[config.mk]
export PLATFORM = sky130hd
export DESIGN_NAME = lpb_led_pwm
export DESIGN_NICKNAME = d
export VERILOG_FILES = /design/src/design/lpb_pkg.sv /design/src/design/lpb_pwm_timebase.sv /design/src/design/lpb_led_pwm.sv
export SDC_FILE = /design/constraint.sdc
export NUM_CORES = 1
export LEC_CHECK = 0
export ABC_AREA = 1
export ABC_CLOCK_PERIOD_IN_PS = 3350
export BUFFER_PORTS_ARGS = -buffer_cell sky130_fd_sc_hd__buf_2
export CELL_PAD_IN_SITES_DETAIL_PLACEMENT = 1
export CELL_PAD_IN_SITES_GLOBAL_PLACEMENT = 2
export CORE_MARGIN = 10
export CORE_UTILIZATION = 38
export DETAILED_ROUTE_END_ITERATION = 10
export GPL_TIMING_DRIVEN = 0
export PLACE_DENSITY_LB_ADDON = 0.3
export SETUP_SLACK_MARGIN = 0.4
export SLEW_MARGIN = 0
export SYNTH_ARGS = -nofsm -noshare
export SYNTH_HDL_FRONTEND = slang
export SYNTH_HIERARCHICAL = 1
export SYNTH_SLANG_ARGS = --single-unit
[constraint.sdc]
create_clock -name clk_in -period 3.35 [get_ports clk_in]
set_input_delay 0.335 -clock clk_in [delete_from_list [all_inputs] [get_ports clk_in]]
set_output_delay 0.335 -clock clk_in [all_outputs]
set_load 0.005 [all_outputs]
[src/design/lpb_pkg.sv]
package lpb_pkg;

   // Register offsets on the internal register port
   localparam logic [7:0] LPB_OFS_PHASE_ZERO = 8'h01;
   localparam logic [7:0] LPB_OFS_PHASE_ONE  = 8'h09;
   localparam logic [7:0] LPB_OFS_MASTER     = 8'h0E;
   localparam logic [7:0] LPB_OFS_INDIV_BASE = 8'h10;
   localparam logic [7:0] LPB_OFS_INDIV_LAST = 8'h13;

   // Reset values: outputs high impedance, PWM off
   localparam logic [7:0] LPB_RST_PHASE      = 8'hFF;
   localparam logic [7:0] LPB_RST_MASTER     = 8'h00;
   localparam logic [7:0] LPB_RST_INDIV      = 8'hFF;

   // Field positions of the master and ninth intensity register
   localparam int         LPB_MASTER_MSB     = 7;
   localparam int         LPB_MASTER_LSB     = 4;
   localparam int         LPB_NINTH_MSB      = 3;
   localparam int         LPB_NINTH_LSB      = 0;

   // PWM frame: 15 master timeslots of 16 cycles
   localparam logic [3:0] LPB_CYCLE_LAST     = 4'hF;
   localparam logic [3:0] LPB_SLOT_LAST      = 4'hE;
   localparam logic [3:0] LPB_STATIC_VALUE   = 4'hF;
   localparam logic [3:0] LPB_MASTER_OFF_MAX = 4'h0;

   // PWM cycle timing
   localparam int         LPB_CLK_HZ         = 125000000;
   localparam int         LPB_PWM_HZ         = 32000;
   localparam int         LPB_PWM_DIV        = LPB_CLK_HZ / LPB_PWM_HZ;

   localparam int         LPB_PORTS          = 8;

endpackage : lpb_pkg

[src/design/lpb_pwm_timebase.sv]
`timescale 1ns/100ps
`default_nettype none

module lpb_pwm_timebase
   import lpb_pkg::*;
#(
   parameter int DIV_CYCLES = LPB_PWM_DIV
)
(
   // Clock and reset
   input  wire logic       clk_in,
   input  wire logic       rst_b_in,
   // Control
   input  wire logic       run_in,
   // Position inside the PWM frame
   output logic [3:0]      cycle_out,
   output logic [3:0]      slot_out
);

   ////////////////////////////////////////////////////////////////////////
   // Elaboration check: a zero divider would never produce a tick
   if (DIV_CYCLES < 1)
   begin : g_div_check
      $error("DIV_CYCLES must be at least 1");
   end

   logic [31:0] div_reg;
   logic        tick;

   // Divider stands in for the slow PWM oscillator
   assign tick = run_in && (div_reg == 32'(DIV_CYCLES - 1));

   always_ff @(posedge clk_in or negedge rst_b_in)
   begin
      if (!rst_b_in)
         div_reg <= '0;
      else if (!run_in || tick)
         div_reg <= '0; // Stopped oscillator restarts the frame cleanly
      else
         div_reg <= div_reg + 32'h1;
   end

   ////////////////////////////////////////////////////////////////////////
   // 16 cycles per timeslot, 15 timeslots per frame
   always_ff @(posedge clk_in or negedge rst_b_in)
   begin
      if (!rst_b_in)
      begin
         cycle_out <= 4'h0;
         slot_out  <= 4'h0;
      end
      else if (!run_in)
      begin
         cycle_out <= 4'h0;
         slot_out  <= 4'h0;
      end
      else if (tick)
      begin
         cycle_out <= cycle_out + 4'h1;
         if (cycle_out == LPB_CYCLE_LAST)
            slot_out <= (slot_out == LPB_SLOT_LAST) ? 4'h0 : slot_out + 4'h1;
      end
   end

endmodule : lpb_pwm_timebase

`default_nettype wire

[src/design/lpb_led_pwm.sv]
// What this block does
// - Master 0x00-0x0F: all outputs static, no PWM
// - Individual mode uses each output's own nibble
// - Individual value 0xF gives static output
// - Values 0x0-0xE are pulse-width modulated
// - Global mode uses only register 0x0E
// - Global intensity applies to all outputs together
// - Phase 0 register at 0x01, read back
// - Phase 1 register at 0x09, read back
// - Frame: 15 timeslots of 16 cycles
// - Blink enable and flip select phase register
// - Bit 1 high impedance, bit 0 low
// - Setting 16/16 ignores master gating, static
`timescale 1ns/100ps
`default_nettype none

module lpb_led_pwm
   import lpb_pkg::*;
#(
   parameter int DIV_CYCLES = LPB_PWM_DIV
)
(
   // Clock and reset
   input  wire logic                   clk_in,
   input  wire logic                   rst_b_in,
   // Register port from the serial interface
   input  wire logic                   wr_en_in,
   input  wire logic [7:0]             addr_in,
   input  wire logic [7:0]             wr_data_in,
   output logic [7:0]                  rd_data_out,
   // Configuration bits held elsewhere
   input  wire logic                   blink_enable_in,
   input  wire logic                   blink_flip_in,
   input  wire logic                   global_intensity_in,
   input  wire logic                   ninth_level_phase_zero_in,
   input  wire logic                   ninth_level_phase_one_in,
   // Open-drain port pins, enable high while pulling low
   output logic [LPB_PORTS-1:0]        port_pins_out,
   output logic [LPB_PORTS-1:0]        port_pins_oe_out,
   output logic                        ninth_output_out,
   output logic                        ninth_output_oe_out
);

   ////////////////////////////////////////////////////////////////////////
   // Elaboration check: a zero divider would never advance the timebase
   if (DIV_CYCLES < 1)
   begin : g_div_check
      $error("DIV_CYCLES must be at least 1");
   end

   ////////////////////////////////////////////////////////////////////////
   // Registers
   logic [7:0]  phase_zero_reg;
   logic [7:0]  phase_one_reg;
   logic [7:0]  master_reg;
   logic [7:0]  indiv_reg [0:3];
   logic [3:0]  cycle;
   logic [3:0]  slot;
   logic        pwm_run;

   // Level for one output given its programmed bit and intensity
   function automatic logic pwm_level(input logic       level_bit,
                                      input logic [3:0] inten,
                                      input logic [3:0] master,
                                      input logic [3:0] slot_pos,
                                      input logic [3:0] cyc);
      logic gated;
      gated = 1'b0;
      if (master <= LPB_MASTER_OFF_MAX)
         pwm_level = level_bit;
      else if (inten == LPB_STATIC_VALUE)
         pwm_level = level_bit;
      else
      begin
         gated = (slot_pos < master);
         pwm_level = (gated && (cyc <= inten)) ? level_bit : ~level_bit;
      end
   endfunction : pwm_level

   // Address lies in the individual intensity window
   function automatic logic indiv_hit(input logic [7:0] addr);
      indiv_hit = (addr >= LPB_OFS_INDIV_BASE) &&
                  (addr <= LPB_OFS_INDIV_LAST);
   endfunction : indiv_hit

   // Slot of the individual intensity array that an address selects
   function automatic logic [1:0] indiv_index(input logic [7:0] addr);
      logic [7:0] ofs;
      ofs         = addr - LPB_OFS_INDIV_BASE;
      indiv_index = ofs[1:0];
   endfunction : indiv_index

   // Each individual register holds two ports: even low, odd high nibble
   function automatic logic [3:0] port_nibble(input logic [7:0] pair,
                                              input logic       upper);
      port_nibble = upper ? pair[7:4] : pair[3:0];
   endfunction : port_nibble

   ////////////////////////////////////////////////////////////////////////
   // Register writes
   always_ff @(posedge clk_in or negedge rst_b_in)
   begin
      if (!rst_b_in)
      begin
         phase_zero_reg <= LPB_RST_PHASE;
         phase_one_reg  <= LPB_RST_PHASE;
         master_reg     <= LPB_RST_MASTER;
         for (int i = 0; i < 4; i++)
            indiv_reg[i] <= LPB_RST_INDIV;
      end
      else if (wr_en_in)
      begin
         case (addr_in)
            LPB_OFS_PHASE_ZERO: phase_zero_reg <= wr_data_in;
            LPB_OFS_PHASE_ONE:  phase_one_reg  <= wr_data_in;
            LPB_OFS_MASTER:     master_reg     <= wr_data_in;
            default:
            begin
               if (indiv_hit(addr_in))
                  indiv_reg[indiv_index(addr_in)] <= wr_data_in;
            end
         endcase
      end
   end

   // Read returns stored values, never the pin state
   always_ff @(posedge clk_in or negedge rst_b_in)
   begin
      if (!rst_b_in)
         rd_data_out <= 8'h00;
      else
      begin
         case (addr_in)
            LPB_OFS_PHASE_ZERO: rd_data_out <= phase_zero_reg;
            LPB_OFS_PHASE_ONE:  rd_data_out <= phase_one_reg;
            LPB_OFS_MASTER:     rd_data_out <= master_reg;
            default:
            begin
               if (indiv_hit(addr_in))
                  rd_data_out <= indiv_reg[indiv_index(addr_in)];
               else
                  rd_data_out <= 8'h00;
            end
         endcase
      end
   end

   ////////////////////////////////////////////////////////////////////////
   // Master timeslot count, shared by every output and the timebase
   logic [3:0] master_inten;

   assign master_inten = master_reg[LPB_MASTER_MSB:LPB_MASTER_LSB];

   // Timebase stops while PWM is off, as the oscillator would; this also
   // restarts the frame from slot 0 whenever PWM is switched back on
   assign pwm_run = (master_inten > LPB_MASTER_OFF_MAX);

   lpb_pwm_timebase #(
      .DIV_CYCLES (DIV_CYCLES)
   ) u_timebase (
      .clk_in     (clk_in),
      .rst_b_in   (rst_b_in),
      .run_in     (pwm_run),
      .cycle_out  (cycle),
      .slot_out   (slot)
   );

   ////////////////////////////////////////////////////////////////////////
   // Output stage: phase select, intensity select, registered pins
   logic [7:0] phase_sel;
   logic       ninth_sel;
   logic [3:0] ninth_inten;
   logic [3:0] inten_sel;
   logic [7:0] pins_oe_next;
   logic       ninth_oe_next;

   assign phase_sel   = (blink_enable_in && blink_flip_in) ?
                        phase_one_reg : phase_zero_reg;
   assign ninth_sel   = (blink_enable_in && blink_flip_in) ?
                        ninth_level_phase_one_in :
                        ninth_level_phase_zero_in;
   assign ninth_inten = master_reg[LPB_NINTH_MSB:LPB_NINTH_LSB];

   // Per-port intensity and level, worked out ahead of the pin flops.
   // Global mode overrides every nibble, so no port can stay static alone.
   always_comb
   begin
      pins_oe_next = '0;
      inten_sel    = 4'h0;
      for (int p = 0; p < LPB_PORTS; p++)
      begin
         inten_sel = global_intensity_in ? ninth_inten
                   : port_nibble(indiv_reg[p/2], p[0]);
         pins_oe_next[p] = ~pwm_level(phase_sel[p], inten_sel, master_inten,
                                      slot, cycle);
      end
      ninth_oe_next = ~pwm_level(ninth_sel, ninth_inten, master_inten,
                                 slot, cycle);
   end

   // Registered enables keep decode glitches off the open-drain pins
   always_ff @(posedge clk_in or negedge rst_b_in)
   begin
      if (!rst_b_in)
      begin
         port_pins_oe_out    <= '0;
         ninth_output_oe_out <= 1'b0;
      end
      else
      begin
         port_pins_oe_out    <= pins_oe_next;
         ninth_output_oe_out <= ninth_oe_next;
      end
   end

   // Open-drain data stays low; only the enables ever move
   always_ff @(posedge clk_in or negedge rst_b_in)
   begin
      if (!rst_b_in)
      begin
         port_pins_out    <= '0;
         ninth_output_out <= 1'b0;
      end
      else
      begin
         port_pins_out    <= '0;
         ninth_output_out <= 1'b0;
      end
   end

endmodule : lpb_led_pwm

`default_nettype wire

* After elaboration in Yosys (flattened, before gate mapping)
Index checks and enable logic that the tools add are counted.
Word-level totals: flip-flop bits (word level) 113
Operators by class: add/sub/neg operators 4, magnitude comparators 16, eq/ne operators 17, mux-type cells 52, bitwise logic cells 20, reduce and logical (&&, ||, !) cells 21
Operators by type and width (count):
- $mux 4 | 14
- $eq 4x4->1 const B | 11
- $mux 8 | 5
- $le 4x4->1 | 9
- $add 32x1->32 const B | 1
- $bwmux 32 | 1
- $eq 32x12->1 const B | 1
- $mux 32 | 1
- $mux 1 | 28
- $pmux 8 s3 | 1
- $not 1->1 | 19
- $bmux 8 s2 | 1
- $demux 8 s2 | 1
- $eq 8x4->1 const B | 2
- $logic_and 1x1->1 | 13
- $add 4x1->4 const B | 2
- $eq 8x1->1 const B | 1
- $ge 8x5->1 const B | 1
- $le 8x5->1 const B | 1
- $reduce_and 2->1 | 4
- $gt 4x1->1 const B | 1
- $le 4x1->1 const B | 1
- $lt 4x4->1 | 1
- $ne 2x2->1 const B | 2
- other kinds (8) | 8

* Depth between registers and ports, before layout
depth after elaboration 7, depth in mapped cells 17, gate-level depth less buffers 15

* By module
The synthesis kept the hierarchy.
By module, submodules not included:
- lpb_led_pwm | cells each 690, times used 1, seq. area each 1886.8 um2, area an instance 4947.2 um2
- lpb_pwm_timebase | cells each 392, times used 1, seq. area each 1001.0 um2, area an instance 2590.0 um2

* Worst setup path after synthesis
Ideal clock, no wire load.
path kind input-to-reg, start in global_intensity_in, end reg port_pins_oe_out[1], arrival 1.697 ns, setup slack 1.540 ns, stages on the path 17, path buffers 2, setup time 0.113 ns, path through buf_2 inv_2 buf_2 nand2_1 nand2_1 inv_1 ha_1 nand2_1 inv_1 nand2_1 nand2_1 nand2_1 nand2_1 nand2_1 nand2_1 nand2_1 inv_1
On the way: longest elaborated chain between the ends 7, elaborated cells between the ends (all ways) 8
Ends and longest elaborated chain:
- start: declaration | line lpb_led_pwm.sv:34 | input wire logic global_intensity_in,
- $mux 4 * | line lpb_led_pwm.sv:192 | inten_sel = global_intensity_in ? ninth_inten
- $le 4x4->1 | line lpb_led_pwm.sv:76 | pwm_level = (gated && (cyc <= inten)) ? level_bit : ~level_bit;
- $logic_and 1x1->1 | line lpb_led_pwm.sv:76
- $mux 1 | line lpb_led_pwm.sv:76
- $mux 1 * | line lpb_led_pwm.sv:71 | else if (inten == LPB_STATIC_VALUE)
- $mux 1 * | line lpb_led_pwm.sv:69 | if (master <= LPB_MASTER_OFF_MAX)
- $not 1->1 * | line lpb_led_pwm.sv:194 | pins_oe_next[p] = ~pwm_level(phase_sel[p], inten_sel, master_inten,
- via pins_oe_next[1] | line lpb_led_pwm.sv:174 | logic [7:0] pins_oe_next;
- end signal: assignment | line lpb_led_pwm.sv:211 | port_pins_oe_out <= pins_oe_next;
- end: declaration | line lpb_led_pwm.sv:39 | output logic [LPB_PORTS-1:0] port_pins_oe_out,
The timed path passes the listed nets; every way through them passes the cells marked *. A chain may end at the register's enable or synchronous reset.

* Worst setup path after layout
start reg u_timebase.cycle_out[1], end reg u_timebase.slot_out[3]
On the way: longest elaborated chain between the ends 3
Ends and longest elaborated chain:
- start: declaration | line lpb_pwm_timebase.sv:16 | output logic [3:0] cycle_out,
- start signal: assignment | line lpb_pwm_timebase.sv:59 | cycle_out <= cycle_out + 4'h1;
- $eq 4x4->1 | line lpb_pwm_timebase.sv:60 | if (cycle_out == LPB_CYCLE_LAST)
- $ne 2x2->1 (no line)
- $reduce_and 2->1 (no line)
- end signal: assignment | line lpb_pwm_timebase.sv:61 | slot_out <= (slot_out == LPB_SLOT_LAST) ? 4'h0 : slot_out + 4'h1;
- end: declaration | line lpb_pwm_timebase.sv:17 | output logic [3:0] slot_out
Every way passes these cells.

==> Implementation_results.wiki <==
{| class="wikitable"
! Metric !! Value
|-
| Outcome || completed
|-
| Mean post-synth cell area || 6.966 sq um
|-
| Global placement routability congestion || 0.8691
|-
| Startpoint of the lowest-slack register-to-register path || u_timebase/cycle_out[1]
|-
| Vias in the first global route || 7376
|-
| Post-synth design cell area || 0.007537 sq mm
|-
| Die Outline Area || 0.02587 sq mm
|-
| Layout cell share with drive strength beyond 1 || 15.82%
|-
| Hold WC Path Type || in -> reg
|-
| Net switching power figure || 1.053 mW
|-
| Reported max-cap violation count || 0
|-
| Number of nets in the final layout || 1218
|-
| Cell family contributing the most delay on the critical path || flip-flops
|-
| Critical path required time || 3670 ps
|-
| Placeable core region || 0.01946 sq mm
|-
| Largest net degree at the start of global routing || 64
|-
| Crit path DAT || 2460 ps
|-
| Biggest area consumer among synthesized cells || sky130_fd_sc_hd__dfrtp_1
|-
| Number of violations reported at the end of detailed-routing iteration 0 || 318
|-
| CP max-delay cell || sky130_fd_sc_hd__dfrtp_1
|-
| Crit path kind || reg -> reg
|-
| Number of antenna violations at the first check in global routing || 1
|-
| Switching portion of total power || 29.05%
|-
| Startpoint of the tightest hold check path || wr_data_in[4]
|-
| Die width || 160.8 um
|-
| Power density cells || 416.0 mW/mm^2
|-
| Share of the yosys chip area belonging to registers || 38.31%
|-
| Detailed-routing iteration count for the pre-antenna-repair pass || 4
|-
| Total congestion overflow after global routing || 0
|-
| Total Wirelength || 24.30 mm
|-
| Library cells used by synthesis || 36
|-
| Slew at the pin with the worst max-slew slack || 858.1 ps
|-
| Reg-to-reg setup timing slack || 1210 ps
|-
| Commonest non-fill, non-tap cell in the layout || sky130_fd_sc_hd__nand2_1
|-
| Most used cells in the layout excluding fill and tap cells || sky130_fd_sc_hd__nand2_1, sky130_fd_sc_hd__inv_1, sky130_fd_sc_hd__nor2_1, sky130_fd_sc_hd__dfrtp_1, sky130_fd_sc_hd__o21ai_0
|-
| Setup repair after global routing missed its margin || no
|-
| Total Routing Usage GR || 19.28%
|-
| Clock latency at the later pin of the worst-skew pair || 420 ps
|-
| Total number of vias || 6957
|-
| Time the worst path needs with I/O delays and setup || 2145 ps
|-
| Clock edge transition at the registers on the reported setup and hold paths || 60 ps
|-
| Combinational Power Share || 10.1%
|-
| Sequential fraction of design power || 40.9%
|-
| Critical path cell sequence || ha_1, nand2_1, o21ai_0, nand2_4, nand2_1, nand2_1
|-
| Element type at the critical path end || flop
|-
| Synth area leaders || sky130_fd_sc_hd__dfrtp_1, sky130_fd_sc_hd__nand2_1, sky130_fd_sc_hd__dfstp_2
|-
| Peak supply drop || 0.0002858 V
|-
| Internal cell power || 2.571 mW
|-
| Worst Hold Path EP || master_reg[4]
|-
| Top-Level Pins || 50
|-
| Fmax || 466.3 MHz
|-
| Die height || 160.8 um
|-
| Remaining max-slew budget at the tightest pin || 42.79%
|-
| Synth-to-Final Area Change || 15.59%
|-
| Total negative slack for setup checks || 0 ps
|-
| ANT nets after route || 0
|-
| Number of levels in the clock H-tree || 4
|-
| Total buffers and inverters traversed by the critical path || 0
|-
| Count of cells resized by post-cts repair || 0
|-
| Cts bufs inserted || 17
|-
| Root buffer cell || sky130_fd_sc_hd__clkbuf_16
|-
| TritonCTS clock tree || done
|-
| Setup clock skew after layout || 12.81 ps
|-
| Share of Yosys cell area claimed by the top area cell type || 21.58%
|-
| Clk network pwr share || 49.1%
|-
| HPWL after detailed placement || 18.15 mm
|-
| Synth Warn # || 6
|-
| Cell Rows || 51
|-
| Total setup violations reported at the end of the flow || 0
|-
| Wire length of the first global-routing pass || 39.71 mm
|-
| Starting utilization of the core area || 38.73%
|-
| Fill count || 2556
|-
| Worst setup slack after layout || 1205 ps
|-
| R2R Path End || u_timebase/slot_out[3]
|-
| Startpoint type of the worst setup path || flop
|-
| Syn Inst Count || 1082
|-
| Static Leak || 4.497 nW
|-
| Clock tree sinks || 113
|-
| Slowest Stage Delay on Critical Path || 750 ps
|-
| Count of state elements after synthesis || 113
|-
| Worst-path fanout max || 12
|-
| I/O Buffers || 39
|-
| Remaining design rule violation count || 0
|-
| Number of failing hold endpoints at the final stage || 0
|-
| Dpl ws || 1095 ps
|-
| Total count of max-transition violations in the final report || 0
|-
| Buffer depth of the longest clock path || 2
|-
| Cell occurring most often along the worst timing path || sky130_fd_sc_hd__nand2_1
|-
| Post-place instance area || 0.008132 sq mm
|-
| Post-route cell area || 0.008712 sq mm
|-
| Via/cell ratio || 4.868
|-
| Worst Hold Depth || 3
|-
| Routed wire per std cell || 17.01 um
|-
| Depth of the worst register-to-register path || 6
|-
| Final Cycle Share || 64.02%
|}
==> how the worst max path moves through the flow <==
stage	from	end	slack, ps	cells after the start
floorplan	global_intensity_in	port_pins_oe_out[1]	1540	17
global placement	rst_b_in	port_pins_oe_out[0]	390	1
detailed placement	global_intensity_in	port_pins_oe_out[2]	1090	15
CTS	master_reg[5]	port_pins_oe_out[7]	1130	10
global route	master_reg[5]	port_pins_oe_out[0]	980	10
finish	u_timebase/cycle_out[1]	u_timebase/slot_out[3]	1210	6
==> cell families after synthesis <==
group / share of synthesized area (%)
AO/OA/AOI/OAI: 8.068
XOR/XNOR: 1.278
adder cells (fa/ha/maj): 7.304
buffers and inverters: 10.89
flip-flops: 38.31
other: 0.04975
AND/OR/NAND/NOR: 34.10
==> what timing repair did <==
action,CTS,global route
hold buffers,1,0
endpoints found under the hold margin,44,0
setup buffers,0,0
==> per-stage QoR <==
stage                     instances  util, %  power, mW  hold WS (ps)
final                          1429    44.76      3.624         134.8
after CTS                      1428    44.75      3.658         120.3
after floorplan                1090        -      1.714         39.41
after detailed placement       1395    41.78      1.868         332.2
after global routing           1428    44.75      3.788         143.6
after global placement         1394    41.59      1.852         466.0
==> power groups by stage <==
stage,registers (mW),logic [mW],clock network (mW)
floorplan,1.49,0.224,0
global placement,1.50,0.351,0
detailed placement,1.50,0.366,0
CTS,1.48,0.372,1.81
global route,1.49,0.430,1.87
finish,1.48,0.366,1.78
==> cell usage after synthesis (all sizes together) <==
cell and instances:
nand2 392, inv 165, nor2 124, o21ai 78, dfrtp 65, nand3 56, dfstp 48, ha 44
nor3 25, buf 24, a21oi 15, nand4 15, a22oi 12, xor2 8, xnor2 3, clkinv 2
a21o 1, and3 1, clkbuf 1, conb 1, o21a 1, or2 1
==> cell type report <==
cell class / count / area, sq um / area share (%)
inverters: 167 / 628.1 / 7.210
repair buffers: 41 / 239.0 / 2.743
well taps: 265 / 331.6 / 3.806
clock inverters: 14 / 117.6 / 1.350
diodes: 1 / 2.502 / 0.02872
clock buffers: 18 / 450.4 / 5.170
multi-input cells: 785 / 3862 / 44.33
plain buffers: 25 / 192.7 / 2.212
flip-flops and latches: 113 / 2888 / 33.15
==> worst reg2reg max path, stage by stage (launching register included) <==
cell and delay, ps:
sky130_fd_sc_hd__dfrtp_1 750, sky130_fd_sc_hd__ha_1 280, sky130_fd_sc_hd__nand2_1 80, sky130_fd_sc_hd__o21ai_0 680, sky130_fd_sc_hd__nand2_4 130, sky130_fd_sc_hd__nand2_1 90
sky130_fd_sc_hd__nand2_1 50
==> routing by layer <==
layer / share of wire (%) / vias to the layer above / routed length, um / track usage, %
met3: 4.9 / 14 / 1195 / 3.707
met2: 46 / 122 / 11160 / 30.94
met5: 0 / - / 0 / 0
li1: - / 3502 / - / -
met4: 0.70 / 0 / 169 / 4.632
met1: 48 / 3319 / 11780 / 26.17
Power figures use the tool's default switching activity.
